File: config.mk
export PLATFORM = sky130hd
export DESIGN_NAME = zone_set_selector
export DESIGN_NICKNAME = d
export VERILOG_FILES = /design/src/logic/zss_pkg.sv /design/src/logic/zss_settle_timer.sv /design/src/logic/zone_set_selector.sv
export SDC_FILE = /design/constraint.sdc
export NUM_CORES = 1
export LEC_CHECK = 0
export ABC_AREA = 1
export BUFFER_PORTS_ARGS = -buffer_cell sky130_fd_sc_hd__buf_2
export CAP_MARGIN = 20
export CORE_MARGIN = 5
export CORE_UTILIZATION = 59
export DETAILED_ROUTE_END_ITERATION = 16
export PLACE_DENSITY_LB_ADDON = 0.15
export SLEW_MARGIN = 20
export SYNTH_ARGS = -nofsm -noshare
export SYNTH_HDL_FRONTEND = slang
export SYNTH_HIERARCHICAL = 1
export SYNTH_SLANG_ARGS = --single-unit
File: constraint.sdc
create_clock -name CORE_CLK -period 6.9 [get_ports CORE_CLK]
set_input_delay 1.035 -clock CORE_CLK [delete_from_list [all_inputs] [get_ports CORE_CLK]]
set_output_delay 1.035 -clock CORE_CLK [all_outputs]
set_load 0.01 [all_outputs]
File: src/logic/zss_pkg.sv
// Shared constants, register map and types of the zone set selector
package zss_pkg;

  // Timing
  localparam int unsigned CLK_HZ        = 40_000_000;
  localparam int unsigned MS_TIME       = 1;
  localparam int unsigned MS_CYC_DEF    = CLK_HZ / 1000 * MS_TIME;
  localparam logic [6:0]  SETTLE_MAX_MS = 7'd100;

  // Sizes and variant limits
  localparam int          NIN           = 5;
  localparam int          NSET          = 10;
  localparam logic [3:0]  SA_MAX_SETS   = 4'd6;
  localparam logic [3:0]  MS_MAX_SETS   = 4'd10;
  localparam logic [4:0]  SA_IN_MASK    = 5'h07;
  localparam logic [4:0]  MS_IN_MASK    = 5'h1f;
  localparam logic [4:0]  TWO_IN_MASK   = 5'h03;
  localparam logic [4:0]  SA_ALL_HIGH   = 5'h07;

  // Register offsets
  localparam logic [7:0]  OFS_CTRL      = 8'h00;
  localparam logic [7:0]  OFS_DELAY     = 8'h04;
  localparam logic [7:0]  OFS_STATUS    = 8'h08;
  localparam logic [7:0]  OFS_IRQ_STAT  = 8'h0c;
  localparam logic [7:0]  OFS_IRQ_MASK  = 8'h10;
  localparam logic [7:0]  OFS_CODE0     = 8'h20;

  // Field positions
  localparam int          CTRL_MASTER   = 4;
  localparam int          CTRL_CLR      = 8;
  localparam int          STAT_LOCK     = 4;
  localparam int          STAT_SEL_LSB  = 5;
  localparam int          STAT_VALID    = 10;
  localparam int          IRQ_CHG       = 0;
  localparam int          IRQ_LOCK      = 1;

  // Reset values and fixed two-set codes
  localparam logic [3:0]  SETS_RST      = 4'd2;
  localparam logic [6:0]  DELAY_RST     = 7'd0;
  localparam logic [1:0]  IRQ_MASK_RST  = 2'h0;
  localparam logic [4:0]  TWO_SET1      = 5'h01;
  localparam logic [4:0]  TWO_SET2      = 5'h02;
  // Entry i at [5*i +: 5]; bit 0 is input 1
  localparam logic [49:0] CODE_RST      = {5'h00, 5'h00, 5'h00, 5'h00, 5'h04,
                                           5'h03, 5'h05, 5'h06, 5'h01, 5'h02};

  typedef struct packed {
    logic       master;
    logic [3:0] sets;
    logic [6:0] delay_ms;
  } cfg_s;

  typedef struct packed {
    logic        wr;
    logic        rd;
    logic [7:0]  addr;
    logic [31:0] wdata;
  } bus_req_s;

  typedef enum logic [3:0] {
    ST_START  = 4'b0001,
    ST_RUN    = 4'b0010,
    ST_SETTLE = 4'b0100,
    ST_LOCK   = 4'b1000
  } state_e;

endpackage

File: src/logic/zss_settle_timer.sv
// Millisecond settle timer for zone-select input changes
`timescale 1ns/10ps
module zss_settle_timer
  import zss_pkg::*;
#(
  parameter int unsigned MS_CYCLES = MS_CYC_DEF
) (
  // Clock and reset
  input  wire logic       clk,
  input  wire logic       rst_n,
  // Control
  input  wire logic       restart,
  input  wire logic [6:0] delay_ms,
  // Status
  output logic            expired
);

  logic        run_q;
  logic [15:0] pre_q;
  logic [6:0]  left_q;

  // A restart in the same cycle hides expiry, so a late edge is never judged
  assign expired = run_q && (left_q == 7'd0) && !restart;

  always_ff @(posedge clk or negedge rst_n) begin
    if (!rst_n) begin
      run_q  <= 1'b0;
      pre_q  <= 16'h0000;
      left_q <= 7'h00;
    end else if (restart) begin
      run_q  <= 1'b1;
      pre_q  <= 16'h0000;
      left_q <= delay_ms;
    end else if (expired) begin
      run_q  <= 1'b0;
    end else if (run_q) begin
      if (pre_q == 16'(MS_CYCLES - 1)) begin
        pre_q  <= 16'h0000;
        left_q <= left_q - 7'd1;
      end else begin
        pre_q  <= pre_q + 16'd1;
      end
    end
  end

endmodule

File: src/logic/zone_set_selector.sv
// Zone set selector: decodes zone-select inputs into the active monitored zone set
//
// The address map and the strobed register port were decided locally.
`timescale 1ns/10ps
module zone_set_selector
  import zss_pkg::*;
#(
  parameter int unsigned MS_CYCLES = MS_CYC_DEF
) (
  // Clock and reset
  input  wire logic        CORE_CLK,
  input  wire logic        ARST_N,
  // Register port
  input  wire logic [7:0]  REG_ADDR,
  input  wire logic [31:0] REG_WDATA,
  input  wire logic        REG_WR,
  input  wire logic        REG_RD,
  output logic      [31:0] REG_RDATA,
  // Zone-select inputs, bit 0 is input 1
  input  wire logic [4:0]  ZONE_SEL,
  // Monitoring status
  output logic      [3:0]  ACTIVE_SET,
  output logic             SET_VALID,
  output logic             LOCKOUT,
  output logic      [4:0]  AUX_FREE,
  // Interrupt
  output logic             IRQ
);

  bus_req_s   bus;
  cfg_s       cfg_q;
  state_e     state_q;
  logic [4:0] code_q [NSET];
  logic [4:0] set_code [NSET];
  logic [1:0] irq_stat_q;
  logic [1:0] irq_mask_q;
  logic [3:0] act_q;
  logic       valid_q;
  logic [4:0] cur_q;
  logic       first_q;
  logic [4:0] sel_q;
  logic [31:0] rdata_q;

  logic [3:0] eff_sets;
  logic [3:0] max_sets;
  logic [4:0] in_mask;
  logic [4:0] sel_now;
  logic       changed;
  logic       settled;
  logic       restart;
  logic [NSET-1:0] hit;
  logic       multi_hit;
  logic [3:0] hit_idx;
  logic [4:0] diff;
  logic       single_step;
  logic       bad_combo;
  logic       eval_fault;
  logic       ev_chg;
  logic       ev_lock;
  logic       ctrl_wr;
  logic       clr_req;
  logic [7:0] coff;
  logic       code_hit;
  logic [3:0] cidx;
  logic       wr_delay;
  logic       wr_stat;
  logic       wr_mask;
  logic       wr_code;

  assign bus = '{wr: REG_WR, rd: REG_RD, addr: REG_ADDR, wdata: REG_WDATA};

  // Configuration limits

  assign max_sets = cfg_q.master ? MS_MAX_SETS : SA_MAX_SETS;

  always_comb begin
    if (cfg_q.sets == 4'd0) begin
      eff_sets = 4'd1;
    end else if (cfg_q.sets > max_sets) begin
      eff_sets = max_sets;
    end else begin
      eff_sets = cfg_q.sets;
    end
  end

  always_comb begin
    if (eff_sets == 4'd1) begin
      in_mask = 5'h00;
    end else if (eff_sets == 4'd2) begin
      in_mask = TWO_IN_MASK;
    end else if (cfg_q.master) begin
      in_mask = MS_IN_MASK;
    end else begin
      in_mask = SA_IN_MASK;
    end
  end

  // Inputs not taken by zone selection are left for other functions; without master only inputs 1 to 3 are offered
  assign AUX_FREE = cfg_q.master ? ~in_mask : (SA_IN_MASK & ~in_mask);

  // Input sampling and change detection

  assign sel_now = ZONE_SEL & in_mask;
  assign changed = (sel_now != sel_q) && (eff_sets != 4'd1);

  always_ff @(posedge CORE_CLK or negedge ARST_N) begin
    if (!ARST_N) begin
      sel_q <= 5'h00;
    end else begin
      sel_q <= sel_now;
    end
  end

  // Any further edge during the settle window restarts it, so switching
  // gear may pass through transient combinations within the delay
  assign restart = (state_q == ST_START && eff_sets != 4'd1)
                 || (changed && (state_q == ST_RUN || state_q == ST_SETTLE));

  zss_settle_timer #(
    .MS_CYCLES (MS_CYCLES)
  ) u_timer (
    .clk      (CORE_CLK),
    .rst_n    (ARST_N),
    .restart  (restart),
    .delay_ms (cfg_q.delay_ms),
    .expired  (settled)
  );

  // Combination decode

  for (genvar i = 0; i < NSET; i++) begin : g_set
    assign set_code[i] = (eff_sets == 4'd2 && i < 2)
                       ? ((i == 0) ? TWO_SET1 : TWO_SET2) : code_q[i];
    assign hit[i]      = (4'(i) < eff_sets) && (sel_q == set_code[i]);

    always_ff @(posedge CORE_CLK or negedge ARST_N) begin
      if (!ARST_N) begin
        code_q[i] <= CODE_RST[5*i +: 5];
      end else if (wr_code && cidx == 4'(i)) begin
        code_q[i] <= bus.wdata[4:0];
      end
    end
  end

  // Two sets sharing one combination make the selection ambiguous
  assign multi_hit = (hit & (hit - 10'd1)) != 10'd0;

  always_comb begin
    hit_idx = 4'd0;
    for (int k = NSET - 1; k >= 0; k--) begin
      if (hit[k]) begin
        hit_idx = 4'(k);
      end
    end
  end

  assign bad_combo = !cfg_q.master && eff_sets >= 4'd3
                   && (sel_q == 5'h00 || sel_q == SA_ALL_HIGH);

  // Zero or one differing bit means the change was a single-input step
  assign diff        = sel_q ^ cur_q;
  assign single_step = (diff & (diff - 5'd1)) == 5'h00;

  assign eval_fault = (hit == '0) || multi_hit || bad_combo
                    || (!first_q && diff != 5'h00 && single_step);

  // Zone set state machine

  // Register write decode, one target per strobe
  always_comb begin
    ctrl_wr  = 1'b0;
    wr_delay = 1'b0;
    wr_stat  = 1'b0;
    wr_mask  = 1'b0;
    wr_code  = 1'b0;
    if (bus.wr) begin
      if (bus.addr == OFS_CTRL) begin
        ctrl_wr = 1'b1;
      end else if (bus.addr == OFS_DELAY) begin
        wr_delay = 1'b1;
      end else if (bus.addr == OFS_IRQ_STAT) begin
        wr_stat = 1'b1;
      end else if (bus.addr == OFS_IRQ_MASK) begin
        wr_mask = 1'b1;
      end else if (code_hit) begin
        wr_code = 1'b1;
      end
    end
  end

  assign clr_req = ctrl_wr && bus.wdata[CTRL_CLR];
  assign ev_lock = state_q == ST_SETTLE && settled && eval_fault;
  assign ev_chg  = (state_q == ST_SETTLE && settled && !eval_fault
                    && (act_q != hit_idx + 4'd1 || !valid_q))
                 || (state_q == ST_START && eff_sets == 4'd1 && act_q != 4'd1);

  always_ff @(posedge CORE_CLK or negedge ARST_N) begin
    if (!ARST_N) begin
      state_q <= ST_START;
      act_q   <= 4'd0;
      valid_q <= 1'b0;
      cur_q   <= 5'h00;
      first_q <= 1'b1;
    end else begin
      case (state_q)
        ST_START: begin
          first_q <= 1'b1;
          if (eff_sets == 4'd1) begin
            act_q   <= 4'd1;
            valid_q <= 1'b1;
            state_q <= ST_RUN;
          end else begin
            state_q <= ST_SETTLE;
          end
        end
        ST_RUN: begin
          if (ctrl_wr) begin
            state_q <= ST_START;
          end else if (changed) begin
            state_q <= ST_SETTLE;
          end
        end
        ST_SETTLE: begin
          if (ctrl_wr) begin
            state_q <= ST_START;
          end else if (settled) begin
            if (eval_fault) begin
              state_q <= ST_LOCK;
              valid_q <= 1'b0;
              act_q   <= 4'd0;
            end else begin
              act_q   <= hit_idx + 4'd1;
              valid_q <= 1'b1;
              cur_q   <= sel_q;
              first_q <= 1'b0;
              state_q <= ST_RUN;
            end
          end
        end
        ST_LOCK: begin
          // Only an explicit clear leaves lockout; reconfiguring does not
          if (clr_req) begin
            state_q <= ST_START;
          end
        end
        default: begin
          state_q <= ST_LOCK;
        end
      endcase
    end
  end

  assign ACTIVE_SET = act_q;
  assign SET_VALID  = valid_q;
  assign LOCKOUT    = state_q == ST_LOCK;

  // Registers

  always_ff @(posedge CORE_CLK or negedge ARST_N) begin
    if (!ARST_N) begin
      cfg_q <= '{master: 1'b0, sets: SETS_RST, delay_ms: DELAY_RST};
    end else begin
      if (ctrl_wr) begin
        cfg_q.sets   <= bus.wdata[3:0];
        cfg_q.master <= bus.wdata[CTRL_MASTER];
      end
      if (wr_delay) begin
        if (bus.wdata[31:0] > 32'(SETTLE_MAX_MS)) begin
          cfg_q.delay_ms <= SETTLE_MAX_MS;
        end else begin
          cfg_q.delay_ms <= bus.wdata[6:0];
        end
      end
    end
  end

  // Set wins over a simultaneous write-one-to-clear
  always_ff @(posedge CORE_CLK or negedge ARST_N) begin
    if (!ARST_N) begin
      irq_stat_q <= 2'h0;
    end else begin
      irq_stat_q[IRQ_CHG]  <= ev_chg
        || (irq_stat_q[IRQ_CHG]
            && !(wr_stat && bus.wdata[IRQ_CHG]));
      irq_stat_q[IRQ_LOCK] <= ev_lock
        || (irq_stat_q[IRQ_LOCK]
            && !(wr_stat && bus.wdata[IRQ_LOCK]));
    end
  end

  always_ff @(posedge CORE_CLK or negedge ARST_N) begin
    if (!ARST_N) begin
      irq_mask_q <= IRQ_MASK_RST;
    end else if (wr_mask) begin
      irq_mask_q <= bus.wdata[1:0];
    end
  end

  assign IRQ = |(irq_stat_q & irq_mask_q);

  // Read decode

  assign coff     = bus.addr - OFS_CODE0;
  assign cidx     = coff[5:2];
  assign code_hit = bus.addr >= OFS_CODE0 && coff[7:2] < 6'(NSET) && coff[1:0] == 2'b00;

  always_ff @(posedge CORE_CLK or negedge ARST_N) begin
    if (!ARST_N) begin
      rdata_q <= 32'h0000_0000;
    end else if (bus.rd) begin
      if (bus.addr == OFS_CTRL) begin
        rdata_q <= {27'h0, cfg_q.master, cfg_q.sets};
      end else if (bus.addr == OFS_DELAY) begin
        rdata_q <= {25'h0, cfg_q.delay_ms};
      end else if (bus.addr == OFS_STATUS) begin
        rdata_q <= {21'h0, valid_q, sel_q, LOCKOUT, act_q};
      end else if (bus.addr == OFS_IRQ_STAT) begin
        rdata_q <= {30'h0, irq_stat_q};
      end else if (bus.addr == OFS_IRQ_MASK) begin
        rdata_q <= {30'h0, irq_mask_q};
      end else if (code_hit) begin
        rdata_q <= {27'h0, code_q[cidx]};
      end else begin
        rdata_q <= 32'h0000_0000;
      end
    end else begin
      rdata_q <= 32'h0000_0000;
    end
  end

  assign REG_RDATA = rdata_q;

endmodule

# After elaboration in Yosys (flattened, before gate mapping)
# Cells that the tools add are included.
# word_totals
ff_bits,142
latchBits,0
ramBits,0
rom_bits,0
in_bits,49
output_inout_bits,44
word_cells,261
n_memories,0
# op_classes
addsub,6
mul,0
n_div,0
order_cmp,16
n_eq_ne,43
n_shift,0
muxes,82
bitwise,9
n_reduce_logical,80
# ops
cell,count
2-to-1 mux 4 bit,23
2-to-1 mux 16 bit,4
2-to-1 mux 5 bit,11
== test 5 bit,10
logical AND 1 bit,42
2-to-1 mux 7 bit,5
2-to-1 mux 11 bit,3
greater-than comparator 32 x 7 -> 1 bit (second input constant),1
2-to-1 mux 32 bit,1
2-to-1 mux 1 bit,29
binary-select mux 5 bit (select 4 bit),1
== test 4 x 3 -> 1 bit (second input constant),5
adder 16 x 1 -> 16 bit (second input constant),1
== test 16 bit (second input constant),1
== test 4 x 2 -> 1 bit (second input constant),4
== test 8 x 4 -> 1 bit (second input constant),2
less-than comparator 3 x 4 -> 1 bit (first input constant),4
case mux 4 bit (4 select lines),1
== test 4 x 1 -> 1 bit (second input constant),3
== test 4 bit (second input constant),3
AND reduction 4 bit,3
AND 10 bit,1
AND 5 bit,2
logical NOT 10 bit,1
43 further kinds,75

# Longest topological paths before layout
# depth
depth_word,22
depth_mapped,31
mapped_depth_nobuf,31

# Modules after synthesis
# Netlist, hierarchy kept.
# by_module_without_submodules
module,instances,cells_each,area_each_um2,seq_area_each_um2
zone_set_selector,1,807,6211.0,2442.3
zss_settle_timer,1,218,1607.8,600.6

# Worst setup path after synthesis
# Ideal clock, no wire load.
# synth_timing
path_type,register -> register
startpoint,register cfg_q[11] (netlist name)
endpoint,register act_q[1] (netlist: ACTIVE_SET[1])
setup_time_ns,0.118
arrival_time_ns,3.443
t_required_ns,6.782
setup_slack_ns,3.339
stages_incl_launch_ff,29
n_path_buf,0
synth_period_minus_slack_ns,3.561
cell_sequence,dfrtp_1 -> inv_1 -> ha_1 -> nand2_1 -> nand2_1 -> nand2_2 -> nand3_1 -> nand3_2 -> nand2_1 -> inv_1 -> nand2_1 -> nand2_1 -> inv_1 -> nand2_1 -> o21ai_0 -> nor2_1 -> nand3_1 -> o21ai_1 -> o22ai_1 -> nor2_1 -> nand2_1 -> nor2_4 -> inv_1 -> nor2_2 -> nor2_1 -> a21oi_1 -> inv_1 -> nand2_1 -> nand2_1
# synth_via
elab_cells_between_ends,71
cone_classes,2 x add/sub; 12 x order compare; 8 x eq/ne; 22 x mux; 2 x bitwise; 25 x reduce/logical
# synth_lines
item,line_no,rtl
from (decl),zone_set_selector.sv:31,cfg_s cfg_q;
from (signal assigned),zone_set_selector.sv:261,"cfg_q <= '{master: 1'b0, sets: SETS_RST, delay_ms: DELAY_RST};"
2-to-1 mux 4 bit (*),zone_set_selector.sv:74,assign max_sets = cfg_q.master ? MS_MAX_SETS : SA_MAX_SETS;
greater-than comparator 4 bit,zone_set_selector.sv:79,end else if (cfg_q.sets > max_sets) begin
2-to-1 mux 4 bit (*),zone_set_selector.sv:79,
2-to-1 mux 4 bit (*),zone_set_selector.sv:77,if (cfg_q.sets == 4'd0) begin
== test 4 x 2 -> 1 bit,-,
2-to-1 mux 5 bit,zone_set_selector.sv:89,end else if (eff_sets == 4'd2) begin
2-to-1 mux 5 bit (*),zone_set_selector.sv:87,if (eff_sets == 4'd1) begin
AND 5 bit (*),zone_set_selector.sv:103,assign sel_now = ZONE_SEL & in_mask;
named net sel_now[1],zone_set_selector.sv:47,logic [4:0] sel_now;
(+2 left out),-,
logical AND 1 bit (*),zone_set_selector.sv:117,|| (changed && (state_q == ST_RUN || state_q == ST_SETTLE));
logical OR 1 bit (*),zone_set_selector.sv:117,
named net restart,zone_set_selector.sv:50,logic restart;
logical NOT 1 bit (*),zss_settle_timer.sv:23,assign expired = run_q && (left_q == 7'd0) && !restart;
logical AND 1 bit (*),zss_settle_timer.sv:23,
named net settled,zone_set_selector.sv:49,logic settled;
!= test 2 bit (no line) (*),-,
AND reduction 4 bit (no line) (*),-,
to (signal assigned),zone_set_selector.sv:232,act_q <= hit_idx + 4'd1;
to (decl),zone_set_selector.sv:37,logic [3:0] act_q;
# The timed path passes the listed nets; every way through them passes the cells marked *. The select of a mux whose other input is x is not followed.
# A chain may end at the register's enable or synchronous reset.

# Worst setup path after layout
# layout_timing
startpoint,register cfg_q[11] (netlist name)
endpoint,register act_q[0] (netlist: ACTIVE_SET[0])
# Same word-level chain as after synthesis.

==> flow_summary.yaml <==
sta:
  setup_ws_ns: 2.24
  setup-violations-final: 0
  grt_setup_unrepaired: "no"
  slew_headroom: 0.311
  hold_viol: 0
  fin_crit_sh: 0.676
  tns_ns: 0
  finalCriticalPeriod_ns: 4.66
  fin_skew_ns: 0.00692
  fmax_mhz: 214
  worst_pin_slew_ns: 1.02
  finalMaxSlewViolations: 0
drt:
  viasPerCell: 5.69
  wire_per_inst_microns: 16.8
  drt-initial-drc-count: 729
  drc: 0
  postRouteAntennaNets: 0
  vias: 7276
  wirelength_mm: 21.4
  drt_pass1_iterations: 6
die:
  ioPinCount: 93
  num_rows: 42
  die_x_microns: 125
  core-area_sq_mm: 0.0131
  start_util: 0.595
  die-area_sq_mm: 0.0157
  die_y_microns: 125
logic_synthesis:
  synth_edf_count: 0
  synthesis.area_sq_mm: 0.00782
  yosys.area_share.simple: 0.321
  synthFlopType: "dfrtp_1"
  yosysSeqAreaShare: 0.389
  synth.mux.area_fraction: 0
  ys_ff_latch: 121
  synthAdderAreaFrac: 0.0128
  synthCells: 1025
  synth_top_family_by_area: "simple AND/OR/NAND/NOR gates"
  synth_cell_types: 53
  synth_compound_area_frac: 0.135
  post_synth.cell_area_avg_sq_um: 7.63
  yosys_warnings: 6
  ys_async_sr_fraction: 1.00
  synth_xor_area_frac: 0.0538
critical_path:
  r2r-end: "ACTIVE_SET[0]"
  ff2ff_path_depth: 28
  max_stage_delay_ns: 0.50
  worstSetupPathType: "flop to flop"
  critical_path_required_ns: 7.20
  cp_data_arrival_time_ns: 4.96
  cp-start-kind: "flop"
  slowest_stage: "dfrtp_1"
  crit_fanout: 13
  cp_common_cell: "nand2_1"
  r2r_setup_slack_ns: 2.24
  cp-end-kind: "flop"
  r2r-start: "cfg_q[11]"
global_routing:
  grt_usage: 0.277
  grt_pass1_vias: 6752
  grt_max_degree: 85
  grt.overflow.total: 0
  grt_antenna_before_repair: 0
  grt_pass1_wl_mm: 34.9
cells_and_area:
  area_delta_synth_final_pct: 13.2
  layout_commonest_cell: "nand2_1"
  stdcell_area_sq_mm: 0.00885
  final_cell_mix: "nand2_1, dfrtp_1, inv_1, o21ai_0, nor2_1"
  fin_util: 0.674
  fin_nets: 1146
  fill_cells: 1146
  antennaDiodeCount: 0
  drive_gt1_frac: 0.176
clock_tree:
  insertion_delay_ns: 0.42
  cts.reportedPaths.clkPinSlew_ns: 0.06
  post_cts_buffers: 0
  h-tree-depth: 4
  numClockSinks: 121
  cts_tree: "yes"
  cts_resized: 0
  cts_buffers: 17
  hold_buffers: 0
  clockBufferDepth: 2
  root_buffer: "clkbuf_16"
flow_run:
  cap_violations: 0
min_path:
  worstHoldPathCells: 2
  holdCritPathClass: "flop to flop"
  holdPathEnd: "first_q"
  worstHoldStart: "first_q"
power:
  vdd_drop_max_mv: 0.205
  p_leak_nw: 4.31
  power.density_mw_per_mm2: 292
status:
  status: "completed"
place:
  routabilityCongestion: 0.949
  pre_cts_slack_ns: 2.40
  io_buffers: 71
  placed_area_sq_mm: 0.00818
  dp_hpwl_mm: 15.5
flip-flops by register name, summed over array words and instances (netlist names), 2 cells and up:
name and flops:
state_q 4, irq_stat_q 2, u_timer/left_q 7, sel_q 5, ACTIVE_SET 4, cur_q 5, cfg_q 12, u_timer/pre_q 16
code_q 50, REG_RDATA 11, irq_mask_q 2
worst max-delay path: cells and delay by family (launching register included):
family	cells	cell delay [ns]
buffers and inverters	5	0.49
adder cells (fa/ha/maj)	1	0.33
AO/OA/AOI/OAI	4	0.91
flip-flops	1	0.50
AND/OR/NAND/NOR	18	2.33
worst max path at each step:
stage | from | cells after the start | to | slack, ns
2_1_floorplan | cfg_q[11] | 28 | ACTIVE_SET[1] | 3.34
3_3_place_gp | cfg_q[11] | 28 | ACTIVE_SET[1] | 2.57
3_5_place_dp | cfg_q[11] | 28 | ACTIVE_SET[2] | 2.40
4_1_cts | cfg_q[11] | 28 | ACTIVE_SET[0] | 2.33
5_1_grt | cfg_q[11] | 28 | ACTIVE_SET[0] | 1.85
6_report | cfg_q[11] | 28 | ACTIVE_SET[0] | 2.24
kinds of logic after synthesis:
logic type                 Yosys count
and+or+nand+nor                    523
AOI/OAI and AO/OA                  177
buffers and inverters              147
DFF                                121
xor gates and xnor gates            48
adders and majority gates            8
other                                1
synth_stat cells, types with 6 or more instances:
| cell | instances | area share |
|---|---|---|
| nor2_4 | 8 | 0.012 |
| xnor2_1 | 19 | 0.021 |
| nor4_1 | 11 | 0.0088 |
| inv_1 | 93 | 0.045 |
| dfrtp_1 | 109 | 0.35 |
| clkbuf_1 | 11 | 0.0053 |
| nand4_1 | 22 | 0.018 |
| nand3_2 | 14 | 0.018 |
| or2_2 | 8 | 0.0064 |
| dfstp_2 | 12 | 0.040 |
| xor2_1 | 29 | 0.032 |
| nor3_1 | 12 | 0.0077 |
| o21ai_1 | 6 | 0.0038 |
| buf_2 | 10 | 0.0064 |
| nand2_1 | 259 | 0.12 |
| ha_1 | 8 | 0.013 |
| buf_4 | 24 | 0.023 |
| nand3_1 | 65 | 0.042 |
| nor2_1 | 83 | 0.040 |
| o21ai_0 | 91 | 0.058 |
| a21oi_1 | 18 | 0.012 |
| o22ai_1 | 22 | 0.018 |
| nor2_2 | 11 | 0.0088 |
| nand2_2 | 12 | 0.0096 |
cell type report:
cell class / instances / area, sq um / share of cell area
multi-input combinational: 777 / 4170 / 0.471
sequential: 121 / 3040 / 0.344
clock buffer: 19 / 443 / 0.0501
timing repair buffer: 74 / 384 / 0.0434
inverter: 98 / 368 / 0.0416
clock inverter: 13 / 224 / 0.0253
tap: 176 / 220 / 0.0249
report_power, final:
part	leakage, nW	internal, W	switching (W)	total, W
Combinational	2.41	0.000238	0.000458	0.000696
Sequential	1.58	0.000782	0.0000958	0.000877
Clock	0.323	0.000684	0.000325	0.00101
per-stage QoR:
step / hold WS [ns] / std cells / power, W
2_1_floorplan: 0.444 / 1045 / 0.00140
3_3_place_gp: 0.457 / 1246 / 0.00156
3_5_place_dp: 0.467 / 1246 / 0.00157
4_1_cts: 0.476 / 1278 / 0.00258
5_1_grt: 0.509 / 1278 / 0.00271
6_report: 0.471 / 1278 / 0.00258
metal layers:
layer / part of all wire / track usage
met5: 0 / 0
met4: 0.033 / 0.105
met3: 0.073 / 0.0682
met2: 0.46 / 0.440
met1: 0.44 / 0.368
Power figures use the tool's default switching activity.
